<file path="src/pkg/mem_decode_pkg.sv">
`default_nettype none
package mem_decode_pkg;

    // ========================================
    // Register map (byte addresses)
    localparam logic [3:0] reg_decode_enable = 4'h0;
    localparam logic [3:0] reg_patch_enable = 4'h4;
    localparam logic [3:0] reg_timer_select = 4'h8;
    localparam logic [3:0] reg_top_swap = 4'hC;
    localparam logic [3:0] reg_lan_base = 4'h0;
    localparam logic [3:0] reg_lan_ctrl = 4'h4;
    localparam logic [3:0] reg_sata_base = 4'h8;
    localparam logic [3:0] reg_sata_ctrl = 4'hC;
    localparam logic [3:0] reg_last_route = 4'h0;
    localparam logic [4:0] reg_bank_shift = 5'h4;
    localparam logic [1:0] bank_ctrl = 2'h0;
    localparam logic [1:0] bank_bar = 2'h1;
    localparam logic [1:0] bank_stat = 2'h2;

    // ========================================
    // Reset values
    localparam logic [15:0] decode_enable_reset = 16'h0000;
    localparam logic [31:0] bar_reset = 32'h0000_0000;

    // ========================================
    // Field positions and window layout
    localparam int en_window_count = 7;
    localparam int en_high_first_bit = 8;
    localparam int en_low_count = 4;
    localparam logic [15:0] bios_hi_base = 16'hFFC0;
    localparam logic [15:0] bios_lo_base = 16'hFF80;
    localparam logic [15:0] legacy_hi_base = 16'hFF40;
    localparam logic [15:0] legacy_lo_base = 16'hFF00;
    localparam logic [11:0] patch_base = 12'hFEF;
    localparam logic [13:0] boot_top_base = 14'h3FFF;
    localparam logic [12:0] boot_fixed_hi = 13'h1FFF;
    localparam logic [12:0] boot_fixed_lo = 13'h1FF7;
    localparam logic [19:0] timer_base = 20'hFED00;
    localparam logic [16:0] trusted_base = 17'h1FDA8;
    localparam logic [17:0] fabric_err_base = 18'h3FB53;
    localparam logic [18:0] trace_base = 19'h7F6B0;
    localparam logic [15:0] engine_base = 16'hFED5;
    localparam int lan_size_bits = 17;
    localparam int sata_size_bits = 11;
    localparam logic [31:0] sata_min_base = 32'h0001_0000;
    localparam int swap_bit = 16;
    localparam logic [14:0] swap_region = 15'h7FFF;

    // ========================================
    // Targets
    typedef enum logic [3:0] {
        route_none,
        route_flash,
        route_engine,
        route_timer,
        route_trusted,
        route_fabric_err,
        route_trace,
        route_lan,
        route_sata
    } route_t;

    typedef enum logic [1:0] {
        resp_okay = 2'h0,
        resp_slverr = 2'h2,
        resp_decerr = 2'h3
    } resp_t;

endpackage
`default_nettype wire

</file>
<file path="src/logic/flash_window_match.sv">
`default_nettype none
module flash_window_match (
    input wire logic [31:0] addr, // Cycle address
    input wire logic [15:0] decode_enable, // Firmware decode enables
    input wire logic microcode_patch_region_enable, // Patch window enable
    output logic hit // Flash window hit
);

    localparam int en_window_count = mem_decode_pkg::en_window_count;
    localparam int en_low_count = mem_decode_pkg::en_low_count;

    logic [en_window_count-1:0] hi_hit;
    logic [en_low_count-1:0] lo_hit;

    // ========================================
    // Enable-gated 512 KB pairs, bits 8..14
    genvar i;
    generate
        for (i = 0; i < en_window_count; i++)
        begin : g_hi
            logic [12:0] idx;
            assign idx = 13'(i) + mem_decode_pkg::bios_hi_base[15:3];
            assign hi_hit[i] =
                decode_enable[mem_decode_pkg::en_high_first_bit + i] &&
                (addr[31:19] == idx ||
                 addr[31:19] == 13'(i) +
                    mem_decode_pkg::bios_lo_base[15:3]);
        end
        // 1 MB pairs, bits 0..3
        for (i = 0; i < en_low_count; i++)
        begin : g_lo
            assign lo_hit[i] = decode_enable[i] &&
                (addr[31:20] == 12'(i) +
                    mem_decode_pkg::legacy_hi_base[15:4] ||
                 addr[31:20] == 12'(i) +
                    mem_decode_pkg::legacy_lo_base[15:4]);
        end
    endgenerate

    // Each window independent; unmatched cycles never hit
    assign hit = (|hi_hit) || (|lo_hit) ||
        (microcode_patch_region_enable &&
         addr[31:20] == mem_decode_pkg::patch_base) ||
        addr[31:18] == mem_decode_pkg::boot_top_base ||
        addr[31:19] == mem_decode_pkg::boot_fixed_hi ||
        addr[31:19] == mem_decode_pkg::boot_fixed_lo;

endmodule
`default_nettype wire

</file>
<file path="src/logic/firmware_memory_decoder.sv">
// The address map and the Avalon-MM interface to the registers are this design's own decisions.
`default_nettype none
module firmware_memory_decoder (
    input wire logic clk, // 25 MHz clock
    input wire logic srst, // Synchronous reset, high
    // Avalon-MM register slave
    input wire logic [5:0] avs_address, // Byte address
    input wire logic avs_read, // Read request
    input wire logic avs_write, // Write request
    input wire logic [31:0] avs_writedata, // Write data
    input wire logic [3:0] avs_byteenable, // Byte lanes
    output logic [31:0] avs_readdata, // Read data
    output logic avs_waitrequest, // Wait request
    output logic [1:0] avs_response, // Response code
    // Upstream memory cycle
    input wire logic cyc_valid, // Cycle present, one pulse
    input wire logic [31:0] cyc_addr, // Cycle address
    input wire logic top_swap_strap, // Forces top swap
    output logic route_valid, // Routed cycle, one pulse
    output logic [3:0] route_target, // Target code
    output logic [31:0] route_addr, // Address after swap
    output logic master_abort // No target, one pulse
);

    // ========================================
    // State
    typedef struct packed {
        logic [15:0] decode_enable;
        logic patch_enable;
        logic [1:0] timer_select;
        logic top_swap;
        logic [31:0] lan_base;
        logic lan_en;
        logic [31:0] sata_base;
        logic sata_en;
        logic [3:0] last_target;
        logic [15:0] abort_count;
        logic [31:0] readdata;
        logic waitrequest;
        logic [1:0] response;
        logic ack;
        logic route_valid;
        logic [3:0] route_target;
        logic [31:0] route_addr;
        logic master_abort;
    } state_t;

    state_t state;
    state_t next_state;
    logic flash_hit;
    logic swap_on;
    mem_decode_pkg::route_t target;
    logic [31:0] swapped;

    // Merge bytes of a write into a word
    function automatic logic [31:0] merge(input logic [31:0] old,
        input logic [31:0] wd, input logic [3:0] be);
        logic [31:0] r;
        r = old;
        for (int b = 0; b < 4; b++)
        begin
            if (be[b])
            begin
                r[b*8 +: 8] = wd[b*8 +: 8];
            end
        end
        return r;
    endfunction

    flash_window_match u_flash (
        .addr(cyc_addr),
        .decode_enable(state.decode_enable),
        .microcode_patch_region_enable(state.patch_enable),
        .hit(flash_hit)
    );

    // ========================================
    // Target decode
    always_comb
    begin
        swap_on = state.top_swap || top_swap_strap;
        swapped = cyc_addr;
        // Exchange the two top 64 KB blocks
        if (swap_on && cyc_addr[31:17] == mem_decode_pkg::swap_region)
        begin
            swapped[mem_decode_pkg::swap_bit] =
                ~cyc_addr[mem_decode_pkg::swap_bit];
        end
        if (flash_hit)
        begin
            target = mem_decode_pkg::route_flash;
        end
        // Select digit sits in bits 15:12, window is the low 1 KB
        else if (cyc_addr[31:16] == mem_decode_pkg::timer_base[19:4] &&
            cyc_addr[15:10] == {2'h0, state.timer_select, 2'h0})
        begin
            target = mem_decode_pkg::route_timer;
        end
        else if (cyc_addr[31:15] == mem_decode_pkg::trusted_base)
        begin
            target = mem_decode_pkg::route_trusted;
        end
        else if (cyc_addr[31:14] == mem_decode_pkg::fabric_err_base)
        begin
            target = mem_decode_pkg::route_fabric_err;
        end
        else if (cyc_addr[31:13] == mem_decode_pkg::trace_base)
        begin
            target = mem_decode_pkg::route_trace;
        end
        else if (cyc_addr[31:16] == mem_decode_pkg::engine_base)
        begin
            target = mem_decode_pkg::route_engine;
        end
        else if (state.lan_en && cyc_addr[31:mem_decode_pkg::lan_size_bits]
            == state.lan_base[31:mem_decode_pkg::lan_size_bits])
        begin
            target = mem_decode_pkg::route_lan;
        end
        else if (state.sata_en &&
            state.sata_base >= mem_decode_pkg::sata_min_base &&
            cyc_addr[31:mem_decode_pkg::sata_size_bits] ==
            state.sata_base[31:mem_decode_pkg::sata_size_bits])
        begin
            target = mem_decode_pkg::route_sata;
        end
        else
        begin
            target = mem_decode_pkg::route_none;
        end
    end

    // ========================================
    // Next state
    always_comb
    begin
        logic [1:0] bank;
        logic [3:0] off;
        bank = avs_address[5:4];
        off = avs_address[3:0];
        next_state = state;
        next_state.route_valid = 1'b0;
        next_state.master_abort = 1'b0;
        next_state.ack = 1'b0;
        next_state.waitrequest = 1'b1;
        next_state.response = mem_decode_pkg::resp_okay;

        // Routing of an upstream cycle
        if (cyc_valid)
        begin
            next_state.route_target = target;
            next_state.route_addr = swapped;
            next_state.last_target = target;
            if (target == mem_decode_pkg::route_none)
            begin
                next_state.master_abort = 1'b1;
                next_state.abort_count = state.abort_count + 16'h0001;
            end
            else
            begin
                next_state.route_valid = 1'b1;
            end
        end

        // Register access, one wait cycle then answer
        if ((avs_read || avs_write) && !state.ack)
        begin
            next_state.ack = 1'b1;
            next_state.waitrequest = 1'b0;
            next_state.readdata = 32'h0000_0000;
            unique case (bank)
                mem_decode_pkg::bank_ctrl:
                begin
                    unique case (off)
                        mem_decode_pkg::reg_decode_enable:
                        begin
                            next_state.readdata[15:0] = state.decode_enable;
                            if (avs_write)
                            begin
                                next_state.decode_enable = 16'(merge(
                                    {16'h0000, state.decode_enable},
                                    avs_writedata, avs_byteenable));
                            end
                        end
                        mem_decode_pkg::reg_patch_enable:
                        begin
                            next_state.readdata[0] = state.patch_enable;
                            if (avs_write && avs_byteenable[0])
                            begin
                                next_state.patch_enable = avs_writedata[0];
                            end
                        end
                        mem_decode_pkg::reg_timer_select:
                        begin
                            next_state.readdata[1:0] = state.timer_select;
                            if (avs_write && avs_byteenable[0])
                            begin
                                next_state.timer_select =
                                    avs_writedata[1:0];
                            end
                        end
                        default:
                        begin
                            next_state.readdata[0] = swap_on;
                            next_state.readdata[1] = top_swap_strap;
                            if (avs_write && avs_byteenable[0])
                            begin
                                next_state.top_swap = avs_writedata[0];
                            end
                        end
                    endcase
                end
                mem_decode_pkg::bank_bar:
                begin
                    unique case (off)
                        mem_decode_pkg::reg_lan_base:
                        begin
                            next_state.readdata = state.lan_base;
                            if (avs_write)
                            begin
                                next_state.lan_base = merge(state.lan_base,
                                    avs_writedata, avs_byteenable);
                            end
                        end
                        mem_decode_pkg::reg_lan_ctrl:
                        begin
                            next_state.readdata[0] = state.lan_en;
                            if (avs_write && avs_byteenable[0])
                            begin
                                next_state.lan_en = avs_writedata[0];
                            end
                        end
                        mem_decode_pkg::reg_sata_base:
                        begin
                            next_state.readdata = state.sata_base;
                            if (avs_write)
                            begin
                                next_state.sata_base = merge(state.sata_base,
                                    avs_writedata, avs_byteenable);
                            end
                        end
                        default:
                        begin
                            next_state.readdata[0] = state.sata_en;
                            if (avs_write && avs_byteenable[0])
                            begin
                                next_state.sata_en = avs_writedata[0];
                            end
                        end
                    endcase
                end
                mem_decode_pkg::bank_stat:
                begin
                    if (off == mem_decode_pkg::reg_last_route)
                    begin
                        next_state.readdata = {12'h000, state.abort_count,
                            state.last_target};
                    end
                    else
                    begin
                        next_state.response = mem_decode_pkg::resp_decerr;
                    end
                end
                default:
                begin
                    next_state.response = mem_decode_pkg::resp_decerr;
                end
            endcase
        end

        if (srst)
        begin
            next_state = '0;
            next_state.decode_enable = mem_decode_pkg::decode_enable_reset;
            next_state.lan_base = mem_decode_pkg::bar_reset;
            next_state.sata_base = mem_decode_pkg::bar_reset;
            next_state.waitrequest = 1'b1;
        end
    end

    always_ff @(posedge clk)
    begin
        state <= next_state;
    end

    assign avs_readdata = state.readdata;
    assign avs_waitrequest = state.waitrequest;
    assign avs_response = state.response;
    assign route_valid = state.route_valid;
    assign route_target = state.route_target;
    assign route_addr = state.route_addr;
    assign master_abort = state.master_abort;

endmodule
`default_nettype wire

</file>
<file path="config.mk">
export PLATFORM = sky130hd
export DESIGN_NAME = firmware_memory_decoder
export DESIGN_NICKNAME = d
export VERILOG_FILES = /design/src/pkg/mem_decode_pkg.sv /design/src/logic/flash_window_match.sv /design/src/logic/firmware_memory_decoder.sv
export SDC_FILE = /design/constraint.sdc
export NUM_CORES = 1
export LEC_CHECK = 0
export ABC_CLOCK_PERIOD_IN_PS = 2750
export BUFFER_PORTS_ARGS = -buffer_cell sky130_fd_sc_hd__buf_2
export CAP_MARGIN = 20
export CORE_MARGIN = 3
export CORE_UTILIZATION = 53
export CTS_BUF_LIST = sky130_fd_sc_hd__clkbuf_4 sky130_fd_sc_hd__clkbuf_8
export CTS_CLUSTER_SIZE = 20
export DETAILED_ROUTE_END_ITERATION = 8
export GPL_ROUTABILITY_DRIVEN = 0
export PLACE_DENSITY = 0.79
export SLEW_MARGIN = 25
export SYNTH_ARGS = -nofsm -noshare
export SYNTH_HDL_FRONTEND = slang
export SYNTH_SLANG_ARGS = --single-unit
export TNS_END_PERCENT = 50
</file>
<file path="constraint.sdc">
create_clock -name clk -period 2.75 [get_ports clk]
set_clock_uncertainty 0.15 [all_clocks]
set_input_delay 0.55 -clock clk [delete_from_list [all_inputs] [get_ports clk]]
set_output_delay 0.55 -clock clk [all_outputs]
set_load 0.03 [all_outputs]
</file>
* After elaboration in Yosys (flattened, before gate mapping)
Index checks and enable logic that the tools add are counted.
W data, S select, Z words.
** Storage, ports and cells
- Bits in registers :: 176
- Output and inout bits :: 73
- Word-level logic and storage cells :: 154
** Cells by class
- $add $sub $neg :: 1
- $lt $le $gt $ge :: 1
- Eq/ne operators :: 39
- Muxes and demuxes :: 22
- Bitwise operators :: 4
- Reduce and logical (&&, ||, !) cells :: 63
** Operators with widths (number)
- $eq A13 B13 Y1 const B :: 16
- $eq A12 B12 Y1 const B :: 9
- $pmux W31 S2 :: 1
- $reduce_and A5 Y1 :: 10
- $pmux W16 S3 :: 1
- $mux W4 :: 9
- $eq A16 B16 Y1 const B :: 2
- $ge A32 B17 Y1 const B :: 1
- $pmux W16 S2 :: 1
- $eq A21 B21 Y1 :: 1
- $mux W20 :: 1
- $reduce_and A4 Y1 :: 5
- $eq A19 B19 Y1 const B :: 1
- $logic_and A1 B1 Y1 :: 19
- $eq A18 B18 Y1 const B :: 1
- $logic_or A1 B1 Y1 :: 18
- $eq A17 B17 Y1 const B :: 1
- $add A16 B1 Y16 const B :: 1
- $eq A15 B15 Y1 :: 1
- $eq A15 B15 Y1 const B :: 1
- $eq A14 B14 Y1 const B :: 1
- $mux W14 :: 1
- $pmux W1 S3 :: 3
- $logic_not A4 Y1 :: 2
- other kinds (16) :: 23

* Longest topological paths before layout
- Depth in word-level cells :: 13
- Mapped depth :: 10
- Gate-level depth less buffers :: 7

* Modules after synthesis
From an unflattened synthesis, not the netlist that was laid out.
** Unflattened totals
- Cells, all modules :: 1003
- Area total of the unflattened synthesis :: 8421.8 um^2
** By module, submodules not included
- firmware_memory_decoder :: times used 1, cells each 986, area an instance 8277.9 um^2, sequential area each 3503.4 um^2
- flash_window_match :: times used 1, cells each 17, area an instance 143.9 um^2, sequential area each 0.0 um^2

* Least setup slack after synthesis
Ideal clock, no wire load.
- Path kind :: input port to flip-flop
- From :: in cyc_addr[17]
- To :: reg state[76] (netlist name)
- Setup time :: 0.121 ns
- Arrival :: 2.536 ns
- Required time :: 2.479 ns
- Path slack :: -0.058 ns
- Stages on the path :: 9
- Path buffers :: 2
- Cell sequence :: buf_6 > xnor2_2 > nand4_1 > or4_1 > or4_4 > nand3_4 > buf_12 > nor3b_2 > mux2_4
** On the way
- Cells in the longest elaborated chain, start to end :: 12
- Elaborated cells between the ends (all ways) :: 20
- Those cells by class :: 7 x eq/ne; 8 x mux; 5 x reduce/logical
** Ends and longest elaborated chain
- start: declaration :: RTL line firmware_memory_decoder.sv:17 : input wire logic [31:0] cyc_addr,
- $eq A21 B21 Y1 :: RTL line firmware_memory_decoder.sv:122 : cyc_addr[31:mem_decode_pkg::sata_size_bits] ==
- $logic_and A1 B1 Y1 :: RTL line firmware_memory_decoder.sv:121 : state.sata_base >= mem_decode_pkg::sata_min_base &&
- $mux W4 :: RTL line firmware_memory_decoder.sv:120 : else if (state.sata_en &&
- $mux W4 :: RTL line firmware_memory_decoder.sv:115 : else if (state.lan_en && cyc_addr[31:mem_decode_pkg::lan_size_bits]
- $mux W4 :: RTL line firmware_memory_decoder.sv:111 : else if (cyc_addr[31:16] == mem_decode_pkg::engine_base)
- $mux W4 :: RTL line firmware_memory_decoder.sv:107 : else if (cyc_addr[31:13] == mem_decode_pkg::trace_base)
- $mux W4 :: RTL line firmware_memory_decoder.sv:103 : else if (cyc_addr[31:14] == mem_decode_pkg::fabric_err_base)
- $mux W4 :: RTL line firmware_memory_decoder.sv:99 : else if (cyc_addr[31:15] == mem_decode_pkg::trusted_base)
- $mux W4 (*) :: RTL line firmware_memory_decoder.sv:94 : else if (cyc_addr[31:16] == mem_decode_pkg::timer_base[19:4] &&
- $mux W4 (*) :: RTL line firmware_memory_decoder.sv:89 : if (flash_hit)
- $logic_not A4 Y1 (*) :: RTL line firmware_memory_decoder.sv:154 : if (target == mem_decode_pkg::route_none)
- $reduce_and A2 Y1 (no line) (*)
- end signal: assignment :: RTL line firmware_memory_decoder.sv:283 : state <= next_state;
- end: declaration :: RTL line firmware_memory_decoder.sv:48 : state_t state;
Mark *: on every way between the ends. The rest lies on a longest branch, timed or not.
A chain may end at the register's enable or synchronous reset.

* Final worst setup path
- From :: reg state[124] (netlist name)
- To :: reg state[82] (netlist name)
** On the way
- Cells in the longest elaborated chain, start to end :: 13
- Elaborated cells between the ends (all ways) :: 14
- Those cells by class :: 1 x order compare; 1 x eq/ne; 8 x mux; 4 x reduce/logical
** Ends and longest elaborated chain (RTL line)
- $ge A32 B17 Y1 :: firmware_memory_decoder.sv:121
- $logic_and A1 B1 Y1 :: firmware_memory_decoder.sv:120
- $logic_and A1 B1 Y1 (*) :: firmware_memory_decoder.sv:121
- $mux W4 (*) :: firmware_memory_decoder.sv:120
- $mux W4 (*) :: firmware_memory_decoder.sv:115
- $mux W4 (*) :: firmware_memory_decoder.sv:111
- $mux W4 (*) :: firmware_memory_decoder.sv:107
- $mux W4 (*) :: firmware_memory_decoder.sv:103
- $mux W4 (*) :: firmware_memory_decoder.sv:99
- $mux W4 (*) :: firmware_memory_decoder.sv:94
- $mux W4 (*) :: firmware_memory_decoder.sv:89
- $logic_not A4 Y1 (*) :: firmware_memory_decoder.sv:154
- $reduce_and A2 Y1 (no line) (*)
Marked as above.

==> reports/metrics.cfg <==
[routing]
drt-initial-drc-count = 917
route.vias.total = 8078
via_per_inst = 5.75
ant_nets = 0
wire_per_inst_um = 17.8
routed_wl_mm = 25.0
dr.pass1.iters = 8
drcViolationCount = 0

[yosys]
yosys_warnings = 0
synth_area_leaders = dfxtp_1 (40%), mux2i_1 (7.3%), nor2_1 (7.1%)
synth_compound_area_frac = 0.146
synthTopCellsByCount = dfxtp_1 (175), nor2_1 (166), nand2_1 (133)
postSynthAreaPerCell_um2 = 8.51
synth_xor_area_frac = 0.0424
synth_edf_count = 0
synthFlopType = dfxtp_1
synthSimpleGateAreaFrac = 0.222
synthArstFlopShare = 0
ys_seq_area_frac = 0.397
ys_types = 66
synth.top_cell.area_share = 0.397
synth_nets = 1122
synthCells = 1037
synth-seq-cells = 175
yosys.area.top_type = dfxtp_1
synthMuxAreaShare = 0.0870
synthAdderAreaFrac = 0.00709
synth.most_common_cell = dfxtp_1
synthesis.area_um2 = 8830
synth_top_family_by_area = simple AND/OR/NAND/NOR gates

[setup_path]
end_kind = register
cp_max_fo = 12
crit_slowest_cell = or4_4
reg2reg_from = state[124]
path_cells = xnor2_1, nand4_1, or4_1, or4_4, nand3_4, nor3_2, mux2_4
worstSetupPathType = register to register
critPathMaxStageDelay_ns = 0.54
r2r-end = state[82]
cp-start-kind = register
cp.arrival_ns = 2.87
required_ns = 2.95
rrSetupSlack_ns = 0.08
worstRegToRegCells = 7

[cells_and_area]
nFillCells = 1424
syn_to_final_growth_pct = 15.5
fin_util = 0.632
drive_gt1_frac = 0.276
n_antenna_cell = 0
fin_area_um2 = 10200
layoutNonFillerInstCount = 1406
final_nets = 1263

[sta]
timing.fmax_mhz = 375
period_share = 0.970
rsz0062_at_grt = false
min_period_ns = 2.67
worst_pin_slew_ns = 0.695
layout_setup_ws_ns = 0.0829
maxSlewViolCount = 0
slew_headroom = 0.536
hold_viol_final = 0
setup_viol = 0

[global_route]
grt_antenna_before_repair = 0
grt_first_pass_wirelength_mm = 39.2
grt_overflow = 0
grt_usage = 0.269
grt_max_degree = 43
grt_pass1_vias = 7627

[power]
intPower_mw = 3.55
vdd_drop_max_v = 0.000319
swShare = 0.269
power_mw = 4.86
power.switching_mw = 1.31
p_comb_frac = 0.115
pwr-share-clk = 0.351
seq_power_share = 0.534
leakage_nw = 4.11
power_density_nw_per_um2 = 477

[floorplanning]
chipWidth_um = 135
rows = 46
pin_count = 153
dieHeight_um = 135
dieArea_um2 = 18200
initial_utilization = 0.548
core_area_um2 = 16100

[clock_network]
cts.sink_count = 175
clock_latency_ns = 0.46
htreeDepth = 4
cts_made_buffers = 17
cts_buffer_depth = 2
cts-root-buf = clkbuf_8
cts_hold_buf = 0
cts-resized-gates = 0
path_clk_slew_ns = 0.09
cts_tree = built
post-cts-setup-buffer-count = 0

[min_path]
hold_end = route_addr[8]
min_delay_path_depth = 3
worstHoldStart = cyc_addr[8]
hold_class = input pin to register

[outcome]
outcome = finished, final reports clean

[place]
portBuffers = 152
dpl.hpwl_mm = 18.7
pre_cts_ws_ns = -0.287
place_inst = 1374
dpl_cell_area_um2 = 9800

[job]
cap_violations = 0

-- metal layers --
layer	up-vias	global-route usage	wire length, µm
met4	0	0.110	938
met5	-	0	0
met1	3783	0.366	10500
met2	402	0.416	11100
met3	73	0.0589	2420
li1	3820	-	-
-- power by group through the flow --
stage	clock network [mW]	registers, mW	logic [mW]
3_5_place_dp	0	2.65	0.547
5_1_grt	1.84	2.60	0.596
2_1_floorplan	0	2.65	0.361
6_report	1.71	2.59	0.558
3_3_place_gp	0	2.65	0.538
4_1_cts	1.74	2.59	0.550
-- worst max-delay path: cells and delay by family, from the launching register on --
family | cells | cell delay [ns]
and+or+nand+nor | 5 | 1.49
DFF | 1 | 0.42
xor gates and xnor gates | 1 | 0.18
muxes | 1 | 0.30
-- worst max path at each step --
stage               slack, ns  depth (start not counted)          from         to
floorplan                0.02                          9  cyc_addr[17]  state[76]
global placement        -0.26                          9  cyc_addr[31]  state[77]
detailed placement      -0.29                          9  cyc_addr[29]  state[75]
CTS                      0.08                          7    state[124]  state[80]
global route             0.01                          9    state[156]  state[86]
finish                   0.08                          7    state[124]  state[82]
-- layout by cell type (no fill, tap or decap), drive strengths merged, types with 11 or more instances in the layout --
| master | Yosys | layout |
|---|---|---|
| a21oi | 96 | 96 |
| a222oi | 15 | 15 |
| a22o | 16 | 16 |
| a22oi | 18 | 18 |
| buf | 92 | 252 |
| clkbuf | 39 | 20 |
| dfxtp | 175 | 175 |
| mux2i | 64 | 64 |
| nand2 | 133 | 133 |
| nand3 | 16 | 17 |
| nand4 | 23 | 23 |
| nor2 | 166 | 166 |
| nor2b | 11 | 11 |
| nor3 | 12 | 12 |
| nor4 | 13 | 13 |
| o21ai | 14 | 14 |
| xnor2 | 30 | 30 |
| xor2 | 11 | 11 |
-- cell type report --
class / instances / area (µm²) / share of cell area
repair buffers: 252 / 1540 / 0.151
multi-input cells: 725 / 4470 / 0.439
well taps: 216 / 270 / 0.0265
clock buffers: 20 / 269 / 0.0264
inverters: 7 / 26.3 / 0.00258
clock inverters: 11 / 110 / 0.0108
flip-flops and latches: 175 / 3500 / 0.344
-- logic make-up (layout without fill, tap and decap cells) --
group           Yosys count  in the layout
simple gates            418            419
compound gates          188            188
flops                   175            175
buf+inv                 138            290
mux                      72             72
xor+xnor                 41             41
fa+ha+maj                 5              5
-- state kept, by name (all words and copies together), names as in the netlist --
signal	count
avs_waitrequest	1
route_addr	32
master_abort	1
route_target	4
avs_readdata	32
route_valid	1
state	103
avs_response	1
-- metrics by stage --
stage / setup TNS (ns) / hold slack (ns)
after floorplan: 0 / 0.286
after global routing: 0 / 0.163
after CTS: 0 / 0.146
final: 0 / 0.169
after detailed placement: -4.42 / 0.298
after global placement: -3.75 / 0.292
(Power assumes the default switching activity.)
